--- src/rtl/dfr_pkg.sv ---
package dfr_pkg;

  // ---------------------------------------------------------------
  // register map
  // ---------------------------------------------------------------
  localparam logic [7:0] DIAG_LOW_ADDR  = 8'h08;  // diag_word[7:0]
  localparam logic [7:0] DIAG_MID_ADDR  = 8'h09;  // diag_word[15:8]
  localparam logic [7:0] DIAG_LOW_RST   = 8'h03;  // power-on value of low byte
  localparam logic [7:0] DIAG_MID_RST   = 8'h00;  // power-on value of mid byte
  localparam logic [7:0] DIAG_LOW_RESV  = 8'h20;  // reserved bit 5
  localparam logic [7:0] DIAG_MID_RESV  = 8'hf0;  // reserved bits 7:4
  localparam logic [7:0] UNMAPPED_DATA  = 8'h00;  // answer to any other address

  // ---------------------------------------------------------------
  // field positions
  // ---------------------------------------------------------------
  localparam int LOW_POR  = 0;  // supply_power_on_flag
  localparam int LOW_UV   = 1;  // output_undervoltage_flag
  localparam int LOW_OTR  = 2;  // overtemp_reset_flag
  localparam int LOW_OTW  = 3;  // overtemp_warning_flag
  localparam int LOW_OVV  = 4;  // battery_overvoltage_flag
  localparam int LOW_RWK  = 6;  // remote_wake_flag
  localparam int LOW_WWD  = 7;  // window watchdog failure
  localparam int MID_TXS  = 0;  // transmit_stuck_flag
  localparam int MID_TSD  = 1;  // thermal_shutdown_flag
  localparam int MID_SWD  = 2;  // standby timeout watchdog failure
  localparam int MID_LD   = 3;  // load dump

  // ---------------------------------------------------------------
  // timing
  // ---------------------------------------------------------------
  localparam int unsigned TX_STUCK_S  = 1;            // transmit low limit, seconds
  localparam int unsigned CLK_HZ      = 100_000_000;  // CLK rate
  localparam int unsigned TX_STUCK_CYC = TX_STUCK_S * CLK_HZ;
  localparam int          TX_CNT_W    = 27;

  // ---------------------------------------------------------------
  // supervisory event levels from the analog side
  // ---------------------------------------------------------------
  typedef struct packed {
    logic load_dump;
    logic standby_wd_fail;
    logic thermal_shutdown;
    logic window_wd_fail;
    logic remote_wake;
    logic battery_overvoltage;
    logic overtemp_warning;
    logic overtemp_reset;
    logic output_undervoltage;
    logic supply_power_on;
  } dfr_evt_t;

endpackage : dfr_pkg

--- src/rtl/dfr_diag_flags.sv ---
`timescale 1ns/100ps
// Summary of operation
// - diag_word low/mid bytes read-only at 0x08/0x09
// - bit0 low: supply power-on; reset 0000_0011
// - bit1 low: output undervoltage, clear on read
// - bit2 low: over-temperature reset, clear on read
// - bit3 low: over-temperature warning, clear on read
// - bit4 low: battery overvoltage; bit5 reserved
// - bit6 low: LIN remote wakeup, clear on read
// - bit7 low: window watchdog failure, clear on read
// - bit0 mid: transmit low over one second
// - bit1 mid: temporary thermal shutdown entered
// - bit2 mid: standby timeout watchdog failure
// - bit3 mid: load dump; 7:4 reserved, reset zero
module dfr_diag_flags #(
  parameter logic [dfr_pkg::TX_CNT_W-1:0] TX_STUCK_CYCLES =
    dfr_pkg::TX_CNT_W'(dfr_pkg::TX_STUCK_CYC)
) (
  input  wire logic              CLK,       // 100 MHz clock
  input  wire logic              ARST_N,    // async reset, active low
  input  wire logic              CE,        // clock enable, freezes all state
  input  wire dfr_pkg::dfr_evt_t EVT,       // asynchronous event levels
  input  wire logic              LIN_TX,    // transmit input pin, async
  input  wire logic              RD_EN,     // read strobe from serial port
  input  wire logic [7:0]        RD_ADDR,   // read address
  output logic [7:0]             RD_DATA,   // registered read data
  output logic                   RD_VALID   // one-cycle read answer
);

  // ---------------------------------------------------------------
  // input synchronisers
  // ---------------------------------------------------------------
  dfr_pkg::dfr_evt_t evt_meta_q;
  dfr_pkg::dfr_evt_t evt_q;
  logic              tx_meta_q;
  logic              tx_q;

  // analog levels are unrelated to CLK, two flops before use
  always_ff @(posedge CLK or negedge ARST_N)
  begin
    if (!ARST_N)
    begin
      evt_meta_q <= '0;
      evt_q      <= '0;
      tx_meta_q  <= 1'b1;
      tx_q       <= 1'b1;
    end
    else if (CE)
    begin
      evt_meta_q <= EVT;
      evt_q      <= evt_meta_q;
      tx_meta_q  <= LIN_TX;
      tx_q       <= tx_meta_q;
    end
  end

  // ---------------------------------------------------------------
  // transmit-stuck timer
  // ---------------------------------------------------------------
  logic [dfr_pkg::TX_CNT_W-1:0] tx_cnt_q;
  logic [dfr_pkg::TX_CNT_W-1:0] tx_cnt_d;
  logic                         tx_stuck;

  // saturates so a dominant line keeps the event asserted
  assign tx_stuck = (tx_cnt_q >= TX_STUCK_CYCLES);
  assign tx_cnt_d = tx_q     ? '0 :
                    tx_stuck ? tx_cnt_q :
                               tx_cnt_q + 1'b1;

  // counts cycles while the synchronised pin is low
  always_ff @(posedge CLK or negedge ARST_N)
  begin
    if (!ARST_N)
      tx_cnt_q <= '0;
    else if (CE)
      tx_cnt_q <= tx_cnt_d;
  end

  // ---------------------------------------------------------------
  // read decode and flag update
  // ---------------------------------------------------------------
  logic [7:0] low_q;
  logic [7:0] low_d;
  logic [7:0] mid_q;
  logic [7:0] mid_d;
  logic [7:0] low_set;
  logic [7:0] mid_set;
  logic       rd_low;
  logic       rd_mid;
  logic [7:0] rd_mux;

  // strobe plus address match, shared by both byte selects
  function automatic logic addr_hit(input logic       en,
                                    input logic [7:0] addr,
                                    input logic [7:0] reg_addr);
    return en && (addr == reg_addr);
  endfunction : addr_hit

  assign rd_low = addr_hit(RD_EN, RD_ADDR, dfr_pkg::DIAG_LOW_ADDR);
  assign rd_mid = addr_hit(RD_EN, RD_ADDR, dfr_pkg::DIAG_MID_ADDR);

  // event map into the low byte, bit 5 never set
  assign low_set[dfr_pkg::LOW_POR] = evt_q.supply_power_on;
  assign low_set[dfr_pkg::LOW_UV]  = evt_q.output_undervoltage;
  assign low_set[dfr_pkg::LOW_OTR] = evt_q.overtemp_reset;
  assign low_set[dfr_pkg::LOW_OTW] = evt_q.overtemp_warning;
  assign low_set[dfr_pkg::LOW_OVV] = evt_q.battery_overvoltage;
  assign low_set[5]                = 1'b0;
  assign low_set[dfr_pkg::LOW_RWK] = evt_q.remote_wake;
  assign low_set[dfr_pkg::LOW_WWD] = evt_q.window_wd_fail;

  // event map into the mid byte, upper nibble never set
  assign mid_set[dfr_pkg::MID_TXS] = tx_stuck;
  assign mid_set[dfr_pkg::MID_TSD] = evt_q.thermal_shutdown;
  assign mid_set[dfr_pkg::MID_SWD] = evt_q.standby_wd_fail;
  assign mid_set[dfr_pkg::MID_LD]  = evt_q.load_dump;
  assign mid_set[7:4]              = 4'h0;

  // set wins over the read clear so no event is lost
  assign low_d = (rd_low ? 8'h00 : low_q) | low_set;
  assign mid_d = (rd_mid ? 8'h00 : mid_q) | mid_set;

  assign rd_mux = rd_low ? low_q :
                  rd_mid ? mid_q :
                           dfr_pkg::UNMAPPED_DATA;

  // sticky flags, read returns the value before clearing
  always_ff @(posedge CLK or negedge ARST_N)
  begin
    if (!ARST_N)
    begin
      low_q <= dfr_pkg::DIAG_LOW_RST;
      mid_q <= dfr_pkg::DIAG_MID_RST;
    end
    else if (CE)
    begin
      low_q <= low_d;
      mid_q <= mid_d;
    end
  end

  // read answer, one cycle after the strobe
  always_ff @(posedge CLK or negedge ARST_N)
  begin
    if (!ARST_N)
    begin
      RD_DATA  <= 8'h00;
      RD_VALID <= 1'b0;
    end
    else if (CE)
    begin
      RD_DATA  <= rd_mux;
      RD_VALID <= RD_EN;
    end
  end
endmodule : dfr_diag_flags

--- config.mk ---
export PLATFORM = sky130hd
export DESIGN_NAME = dfr_diag_flags
export DESIGN_NICKNAME = d
export VERILOG_FILES = /design/src/rtl/dfr_pkg.sv /design/src/rtl/dfr_diag_flags.sv
export SDC_FILE = /design/constraint.sdc
export NUM_CORES = 1
export LEC_CHECK = 0
export BUFFER_PORTS_ARGS = -buffer_cell sky130_fd_sc_hd__buf_2
export CAP_MARGIN = 10
export CORE_ASPECT_RATIO = 1.1
export CORE_MARGIN = 2
export CORE_UTILIZATION = 50
export CTS_CLUSTER_SIZE = 8
export DETAILED_ROUTE_END_ITERATION = 12
export PLACE_DENSITY_LB_ADDON = 0.25
export SLEW_MARGIN = 0
export SYNTH_ARGS = -nofsm -noshare
export SYNTH_HDL_FRONTEND = slang
export SYNTH_SLANG_ARGS = --single-unit
--- constraint.sdc ---
create_clock -name CLK -period 4.6 [get_ports CLK]
set_input_delay 0.23 -clock CLK [delete_from_list [all_inputs] [get_ports CLK]]
set_output_delay 0.23 -clock CLK [all_outputs]
set_load 0.01 [all_outputs]
* After elaboration in Yosys (flattened, before gate mapping)
Cells that the tools add are included.
** Cells by class
- Add/sub/neg operators :: 1
- Magnitude comparators :: 1
- Equal/unequal tests :: 3
- Muxes and demuxes :: 6
- Bitwise logic cells :: 2
- Reductions and logical operators :: 3
** Operator list (number)
- $mux 27 :: 2
- $mux 8 :: 4
- $add 27x1->27 const B :: 1
- $ge 27x27->1 const B :: 1
- $eq 8x4->1 const B :: 2
- $or 8x4->8 :: 1
- $or 8x8->8 :: 1
- $logic_and 1x1->1 :: 2
- $ne 2x2->1 const B :: 1
- $reduce_and 2->1 :: 1
** Storage, ports and cells
- Register bits after elaboration :: 74
- Input port bits :: 23
- Output and inout bits :: 9

* Depth between registers and ports, before layout
Gate-level depths: netlist of run 1.
- Depth in word-level cells :: 4
- Depth in mapped cells :: 8
- Depth with buffers taken out :: 6

* Least setup slack after synthesis of run 1
OpenSTA, ideal clock, no wires.
- Kind :: register -> register
- Start :: reg tx_cnt_q[17] (netlist bit)
- End :: reg tx_cnt_q[22] (netlist bit)
- Setup time :: 0.152 ns
- Arrival :: 1.838 ns
- Data required time :: 4.448 ns
- Setup slack :: 2.609 ns
- Stages on the path, launching flop included :: 9
- Buffers on the path :: 3
- Path through :: dfrtp_1 > buf_6 > nor4_4 > nand3_2 > a31o_4 > buf_6 > buf_2 > o311ai_0 > o311ai_0
** Between the ends
- Word-level cells in the longest chain between the ends :: 3
** Ends and longest elaborated chain
- from (decl) :: line dfr_diag_flags.sv:60 : logic [dfr_pkg::TX_CNT_W-1:0] tx_cnt_q;
- from (signal assigned) :: line dfr_diag_flags.sv:76 : tx_cnt_q <= tx_cnt_d;
- $add 27x1->27 or $ge 27x27->1 (tied branches) :: line dfr_diag_flags.sv:68, dfr_diag_flags.sv:65
- $mux 27 or $ne 2x2->1 (tied branches)
- $mux 27 or $reduce_and 2->1 (tied branches)
Several ways; a longest one is shown, not always the timed one. The select of a mux whose other input is x is not followed.
A chain may end at the register's enable or synchronous reset.

* Final worst setup path of run 1
- Start :: reg tx_q
- End :: reg tx_cnt_q[14] (netlist bit)
** Between the ends
- Word-level cells in the longest chain between the ends :: 2
** Ends and longest elaborated chain
- from (decl) :: line dfr_diag_flags.sv:36 : logic tx_q;
- from (signal assigned) :: line dfr_diag_flags.sv:53 : tx_q <= tx_meta_q;
- $ne 2x2->1 (no line)
- $reduce_and 2->1 (no line)
Several ways; a longest one is shown, not always the timed one.

==> out/results.ini, run 1 <==
[global_route]
overflow=0
grt_max_degree=69
grt_use_total_pct=20.0
antenna_found_initial=0
grt_first_pass_wirelength_mm=11.5
grt_pass1_vias=2370

[place]
gp_congestion=0.775
placed_cells=401
port_buffers=30
post-dp-hpwl_mm=4.23

[synth]
synth_cell_types=49
synth-seq-area-share_pct=50.7
syn_avg_cell_area_um2=10.8
ys_warn_count=0
synthArstFlopShare_pct=100
postSynthNetCount=337
synth_edf_count=0
synthFlopType=dfrtp_1
synth-seq-cells=68
syn_inst=312
syn_area_mm2=0.00337

[clocking]
cts-hold-fix-buffers=0
ctsResizeCount=0
ctsLongestPathBuffers=2
htree_levels=3
post_cts_buffers=0
clk_latency_ns=0.35
cts_buffers=9
clock_sinks=68
root_buffer=clkbuf_8
cts.clk_slew.worst_paths_ns=0.08
cts_tree=yes

[min_path]
worstHoldPathType=in -> async

[floorplanning]
placementRows=31
die_y_um=90.1
die_w_um=82.2
io_pins=32
core_mm2=0.00656
start_util_pct=51.4
dieArea_mm2=0.00741

[timing]
rsz0062_at_grt=false
drv_slew=0
fmax_ghz=0.425
hold_viol=0
tightest_slew_ns=1.03
slew_headroom_pct=31.6
fin_crit_ns=2.35
fin_skew_ns=0.00829
finalCritPeriodShare_pct=51.1
setup_viol=0
setup_tns_ns=0

[finish]
area_delta_synth_final_pct=9.62
seq_area_mm2=0.00171
layout_commonest_cell=dfrtp_1
fill_cells=557
multiInputGateArea_mm2=0.00151
num_antenna_cells=0
finalNetCount=355
drive_gt1_share_pct=23.9
stdcell_count=417
final_cell_mix=64 x dfrtp_1, 31 x nand2_1, 30 x buf_2

[route]
routed-via-count=2548
wire_per_inst_um=16.0
wl_mm=6.69
avgViaCountPerCell=6.11
drt_iter0_markers=219
drc=0
ant_nets=0
dr.pass1.iters=5

[critical_path]
critPathLaunchType=register
cp.required_ns=4.88
startpoint=tx_q
endpoint=tx_cnt_q[14]
reg2reg_depth=4
critPathArrivalTime_ns=2.63
reg2reg_to=tx_cnt_q[14]
endpoint_kind=register
rrSetupSlack_ns=2.25
path_max_fanout=24
path_class=reg -> reg
rr_startpoint=tx_q

[outcome]
run_status=finished clean

[power]
total_power_mw=1.44
irDropWorstVdd_uv=241
leakage_nw=1.57
power_density_mw_per_mm2=390

[run]
drv_cap=0

-- per-stage QoR --
| step | setup slack, ns | util, % | cell area [µm²] | hold WS (ns) |
|---|---|---|---|---|
| after detailed placement | 2.25 | 53.7 | 3520 | 0.466 |
| after CTS | 2.25 | 56.3 | 3690 | 0.0963 |
| after floorplan | 2.61 | - | 3370 | -0.0656 |
| after global routing | 2.08 | 56.3 | 3690 | 0.0959 |
| after global placement | 2.30 | 53.7 | 3520 | 0.462 |
| final | 2.25 | 56.3 | 3690 | 0.0761 |
-- how the worst min path moves through the flow --
stage          slack [ns]  depth (start not counted)       endpoint
3_3_place_gp         0.46                          2  evt_meta_q[3]
4_1_cts               0.1                          2  evt_meta_q[4]
2_1_floorplan       -0.07                          0     RD_DATA[0]
5_1_grt               0.1                          2  evt_meta_q[6]
6_report             0.08                          2    tx_cnt_q[5]
3_5_place_dp         0.47                          2  evt_meta_q[8]
-- layout make-up --
class / count / share of cell area [%]
well taps: 82 / 2.78
clock buffers: 9 / 3.36
multi-input cells: 209 / 40.8
clock inverters: 7 / 1.36
repair buffers: 32 / 4.47
inverters: 10 / 1.02
flip-flops and latches: 68 / 46.2
-- power breakdown --
group | switching (mW) | internal (mW)
clock | 0.247 | 0.197
combinational | 0.105 | 0.0986
sequential | 0.108 | 0.684
total | 0.459 | 0.979
-- cells in the mapped netlist (all sizes together) (5+ instances only) --
cell     n  area (µm²)
nor3     8        40.0
nor2    10        37.5
clkbuf  15        56.3
mux2    22         248
nand3   16        85.1
a21oi    8        40.0
a22o    14         123
or4      5        37.5
nand2   31         116
nand4    9        56.3
a41oi    5        43.8
dfrtp   64        1600
o311ai  16         140
inv     10        37.5
o211ai   7        52.6
buf     10        61.3
or3      7        43.8
-- state kept, by name, summed over array words and instances, names as in the netlist --
register,count
tx_q,1
RD_DATA,7
RD_VALID,1
tx_meta_q,1
tx_cnt_q,27
evt_meta_q,10
low_q,7
evt_q,10
mid_q,4
-- critical path: stages (launching register included) --
cell,delay (ns)
dfstp_2,0.42
inv_1,0.54
nand2_1,0.60
or4_1,0.62
nand3_1,0.09
-- routing by layer --
| layer | vias to the layer above | share of wire (%) | global-route usage, % |
|---|---|---|---|
| met5 | - | 0 | 0 |
| met4 | 0 | 1.7 | 7.78 |
| met3 | 10 | 3.8 | 5.22 |
| met2 | 58 | 48 | 29.5 |
| met1 | 1242 | 46 | 28.1 |
| li1 | 1238 | - | - |
-- kinds of logic after synthesis --
group,synth area share (%)
AND/OR/NAND/NOR,16.8
AO/OA/AOI/OAI,18.5
flip-flops,50.7
buffers and inverters,4.61
multiplexers,8.55
adder cells (fa/ha/maj),0.743
other,0.111
Power figures use the tool's default switching activity.
==> run 2, diff against run 1 <==
==> constraint.sdc (replaced) <==
create_clock -name CLK -period 2.2 [get_ports CLK]
set_input_delay 0.11 -clock CLK [delete_from_list [all_inputs] [get_ports CLK]]
set_output_delay 0.11 -clock CLK [all_outputs]
set_load 0.01 [all_outputs]
==> out/results.ini, run 2 (synthesized netlist as in run 1, its figures left out) <==
[floorplanning]
die_w_um=82.2
placementRows=31
start_util_pct=51.4
die_y_um=90.1
core_mm2=0.00656
io_pins=32
dieArea_mm2=0.00741

[critical_path]
slowest_stage=dfrtp_1
path_class=reg -> reg
worst-path-buf-inv=0
cp.required_ns=2.44
critPathArrivalTime_ns=2.30
critPathLaunchType=register
rrSetupSlack_ns=0.14
path_max_fanout=18
cpPeakStageDelay_ns=0.44
endpoint_kind=register
path_cells=and4_1, a41o_1, a31o_4, or3_1, o311ai_0
reg2reg_depth=5
reg2reg_to=tx_cnt_q[5]
rr_startpoint=tx_cnt_q[20]
cp_top_family=compound AO/OA/AOI/OAI gates

[route]
dr.pass1.iters=5
ant_nets=0
wire_per_inst_um=16.9
drc=0
avgViaCountPerCell=6.24
routed-via-count=2760
drt_iter0_markers=303
wl_mm=7.48

[clocking]
cts_tree=yes
cts.clk_slew.worst_paths_ns=0.08
clk_latency_ns=0.35
cts_buffers=9
htree_levels=3
ctsLongestPathBuffers=2
root_buffer=clkbuf_8
clock_sinks=68
post_cts_buffers=0

[global_route]
overflow=0
grt_use_total_pct=22.2
grt_first_pass_wirelength_mm=12.6
antenna_found_initial=0
grt_pass1_vias=2581
grt_max_degree=36

[finish]
drive_gt1_share_pct=26.1
finalNetCount=380
num_antenna_cells=0
regMostFlops=tx_cnt_q
area_delta_synth_final_pct=16.4
layout_commonest_cell=dfrtp_1
largest_registers=tx_cnt_q: 27 flops, evt_meta_q: 10 flops, evt_q: 10 flops
largest_reg_flops=27
final_cell_mix=64 x dfrtp_1, 31 x nand2_1, 30 x buf_2

[place]
port_buffers=30
gp_congestion=0.809
post-dp-hpwl_mm=4.75

[min_path]
hp-start=RD_EN
worstHoldPathType=in -> reg
min_to=RD_VALID
hold_depth=2

[timing]
fin_crit_ns=2.06
fmax_ghz=0.486
tightest_slew_ns=0.595
timing.hold.ws_ns=0.0205
slew_headroom_pct=60.2
rsz0062_at_grt=false
setup_tns_ns=0
hold_viol=0
fin_skew_ns=0.0137
drv_slew=0
finalCritPeriodShare_pct=93.6
setup_viol=0

[run]
drv_cap=0

[power]
power_density_mw_per_mm2=783
leakage_nw=1.69
irDropWorstVdd_uv=552

[outcome]
run_status=finished clean

[run 2: cell count changes in the layout (fill, tap and decap cells not counted), sizes merged]
cell,before,now
clkinv,2,5
clkbuf,9,10
dlygate4sd3,0,12
clkinvlp,3,1
buf,32,44
a31o,1,2
inv,12,10
[run 2: cell type report]
cell class                      count  area, µm²
Clock inverter                      6       40.0
Sequential cell                    68       1710
Multi-Input combinational cell    210       1520
Fill cell                         540       2640
Timing Repair Buffer               56        375
Inverter                           10       37.5
Tap cell                           82        103
Clock buffer                       10        138
[run 2: through the flow]
| stage | instance area, µm² | std cells | power (mW) | setup WS [ns] | utilization, % |
|---|---|---|---|---|---|
| final | 3920 | 442 | 3.07 | 0.142 | 59.8 |
| after global routing | 3920 | 442 | 3.25 | 0.00417 | 59.8 |
| after CTS | 3910 | 441 | 3.07 | 0.0780 | 59.6 |
| after detailed placement | 3610 | 413 | 2.13 | 0.120 | 55.0 |
| after global placement | 3610 | 413 | 2.11 | 0.189 | 55.0 |
| after floorplan | 3370 | 312 | 1.97 | 0.209 | - |
[run 2: power by group]
group	switching [mW]	internal, mW	total (mW)
clock	0.492	0.437	0.929
combinational	0.255	0.241	0.496
sequential	0.213	1.43	1.64
[run 2: timing repair]
action,CTS,global route
gates resized for setup,0,2
hold buffers,12,0
endpoints found under the setup margin,0,3
hold endpoints to repair,31,0
[run 2: worst max path at each step]
stage	from	to	slack, ns	depth (start not counted)
after floorplan	tx_cnt_q[17]	tx_cnt_q[22]	0.21	8
after global placement	tx_cnt_q[20]	tx_cnt_q[5]	0.19	5
after detailed placement	tx_cnt_q[20]	tx_cnt_q[5]	0.12	5
after CTS	tx_cnt_q[20]	tx_cnt_q[22]	0.08	5
after global routing	tx_cnt_q[20]	tx_cnt_q[5]	0.004	5
final	tx_cnt_q[20]	tx_cnt_q[5]	0.14	5
[run 2: worst register-to-register path, cell delays in order (launching register included)]
cell      delay, ns
dfrtp_1        0.44
and4_1         0.25
a41o_1         0.30
a31o_4         0.29
or3_1          0.39
o311ai_0       0.27
[run 2: metal layers]
layer	global-route usage (%)	wire, µm	vias up
met4	9.03	129	0
met3	5.42	353	12
li1	-	-	1295
met5	0	0	-
met2	33.3	3710	88
met1	30.6	3290	1365
==> run 3, diff against run 2 <==
--- a/config.mk
+++ b/config.mk
@@ -12,7 +12,7 @@
 export CORE_UTILIZATION = 50
 export CTS_CLUSTER_SIZE = 8
 export DETAILED_ROUTE_END_ITERATION = 12
-export PLACE_DENSITY_LB_ADDON = 0.25
+export PLACE_DENSITY = 0.69
 export SLEW_MARGIN = 0
 export SYNTH_ARGS = -nofsm -noshare
 export SYNTH_HDL_FRONTEND = slang
==> out/results.ini, run 3 (synthesized netlist as in run 1, its figures left out) <==
[timing]
fin_skew_ns=0.00916
hold_viol=0
setup_tns_ns=0
rsz0062_at_grt=false
setup_viol=0
fin_crit_ns=2.04
fmax_ghz=0.490
finalCritPeriodShare_pct=92.7
drv_slew=0
timing.hold.ws_ns=0.169

[power]
irDropWorstVdd_uv=666
leakage_nw=1.73
internal_power_mw=2.55
power_density_mw_per_mm2=879
total_power_mw=3.53
clkPwrFrac_pct=39.2
p_switching_mw=0.976
switching_share_pct=27.7
pwr-share-seq_pct=46.6
combPwrFrac_pct=14.3

[route]
wire_per_inst_um=16.9
dr.pass1.iters=4
avgViaCountPerCell=6.18
ant_nets=0
routed-via-count=2725
drt_iter0_markers=305
drc=0
wl_mm=7.47

[run]
drv_cap=0

[finish]
fill_cells=537
area_delta_synth_final_pct=19.2
largest_registers=tx_cnt_q: 27 flops, evt_meta_q: 10 flops, evt_q: 10 flops
layout_commonest_cell=dfrtp_1
final_cell_mix=64 x dfrtp_1, 31 x nand2_1, 30 x buf_2
drive_gt1_share_pct=25.3
num_antenna_cells=0
regMostFlops=tx_cnt_q
finalNetCount=379
fin_util_pct=61.2
largest_reg_flops=27

[clocking]
cts.clk_slew.worst_paths_ns=0.07
cts_buffers=9
htree_levels=3
clk_latency_ns=0.35
root_buffer=clkbuf_8
clock_sinks=68
ctsLongestPathBuffers=2
cts_tree=yes

[floorplanning]
dieArea_mm2=0.00741
io_pins=32
start_util_pct=51.4
die_y_um=90.1
core_mm2=0.00656
die_w_um=82.2
placementRows=31

[critical_path]
cp.required_ns=2.43
endpoint_kind=register
critPathArrivalTime_ns=2.27
path_max_fanout=18
path_class=reg -> reg
critPathLaunchType=register

[global_route]
grt_max_degree=69
antenna_found_initial=0
grt_use_total_pct=21.6
grt_first_pass_wirelength_mm=12.5
grt_pass1_vias=2580
overflow=0

[place]
gp_congestion=0.827
post-dp-hpwl_mm=4.53
port_buffers=30

[min_path]
worstHoldPathType=in -> reg

[outcome]
run_status=finished clean

[run 3: cell count changes in the layout (fill, tap and decap cells not counted), sizes merged]
cell / previous run / this run
buf: 44 / 42
clkinvlp: 1 / 0
dlygate4sd3: 12 / 13
clkinv: 5 / 2
bufinv: 0 / 4
[run 3: final timing paths]
kind                               from           end  slack, ns  cells after the start
setup / recovery           tx_cnt_q[20]   tx_cnt_q[5]       0.16                      5
max in group asynchronous        ARST_N          tx_q       1.56                      3
hold / removal                       CE      low_q[1]       0.17                      2
min in group asynchronous        ARST_N  tx_cnt_q[18]       0.31                      3
hold reg to reg              RD_DATA[1]    RD_DATA[1]       0.49                      1
setup reg to reg           tx_cnt_q[20]   tx_cnt_q[5]       0.16                      5
[run 3: worst max-delay path, cell delays in order (launching register included)]
cell      delay, ns
dfrtp_1        0.43
and4_1         0.25
a41o_1         0.30
a31o_4         0.29
or3_1          0.37
o311ai_0       0.28
[run 3: power groups by stage]
| stage | logic (mW) | clock network [mW] | registers [mW] |
|---|---|---|---|
| final | 0.503 | 1.38 | 1.64 |
| after global routing | 0.571 | 1.46 | 1.68 |
| after CTS | 0.504 | 1.40 | 1.64 |
| after detailed placement | 0.486 | 0 | 1.66 |
| after global placement | 0.468 | 0 | 1.65 |
| after floorplan | 0.382 | 0 | 1.59 |
[run 3: layout make-up]
cell class	count	area, µm²	area share (%)
flip-flops and latches	68	1710	42.5
multi-input cells	210	1520	37.8
repair buffers	55	383	9.54
clock inverters	6	138	3.43
clock buffers	10	128	3.18
well taps	82	103	2.56
inverters	10	37.5	0.935
[run 3: what timing repair did]
item / in CTS / in global routing
hold endpoints to repair: 76 / 0
hold buffers: 13 / 0
gates resized for setup: 0 / 1
endpoints found under the setup margin: 0 / 2
setup buffers: 0 / 0
[run 3: per-layer routing]
metal / share of wire [%] / global-route usage, % / routed length, µm / up-vias
li1: - / - / - / 1281
met2: 50 / 33.6 / 3700 / 69
met1: 45 / 29.8 / 3350 / 1362
met3: 3.6 / 3.61 / 269 / 13
met5: 0 / 0 / 0 / -
met4: 2.0 / 8.47 / 146 / 0
[run 3: through the flow]
step	worst slack [ns]	std cells	instance area (µm²)
after floorplan	0.209	312	3370
after global placement	0.203	411	3600
after detailed placement	0.109	411	3600
after CTS	0.124	440	4000
after global routing	0.0260	441	4010
final	0.160	441	4010
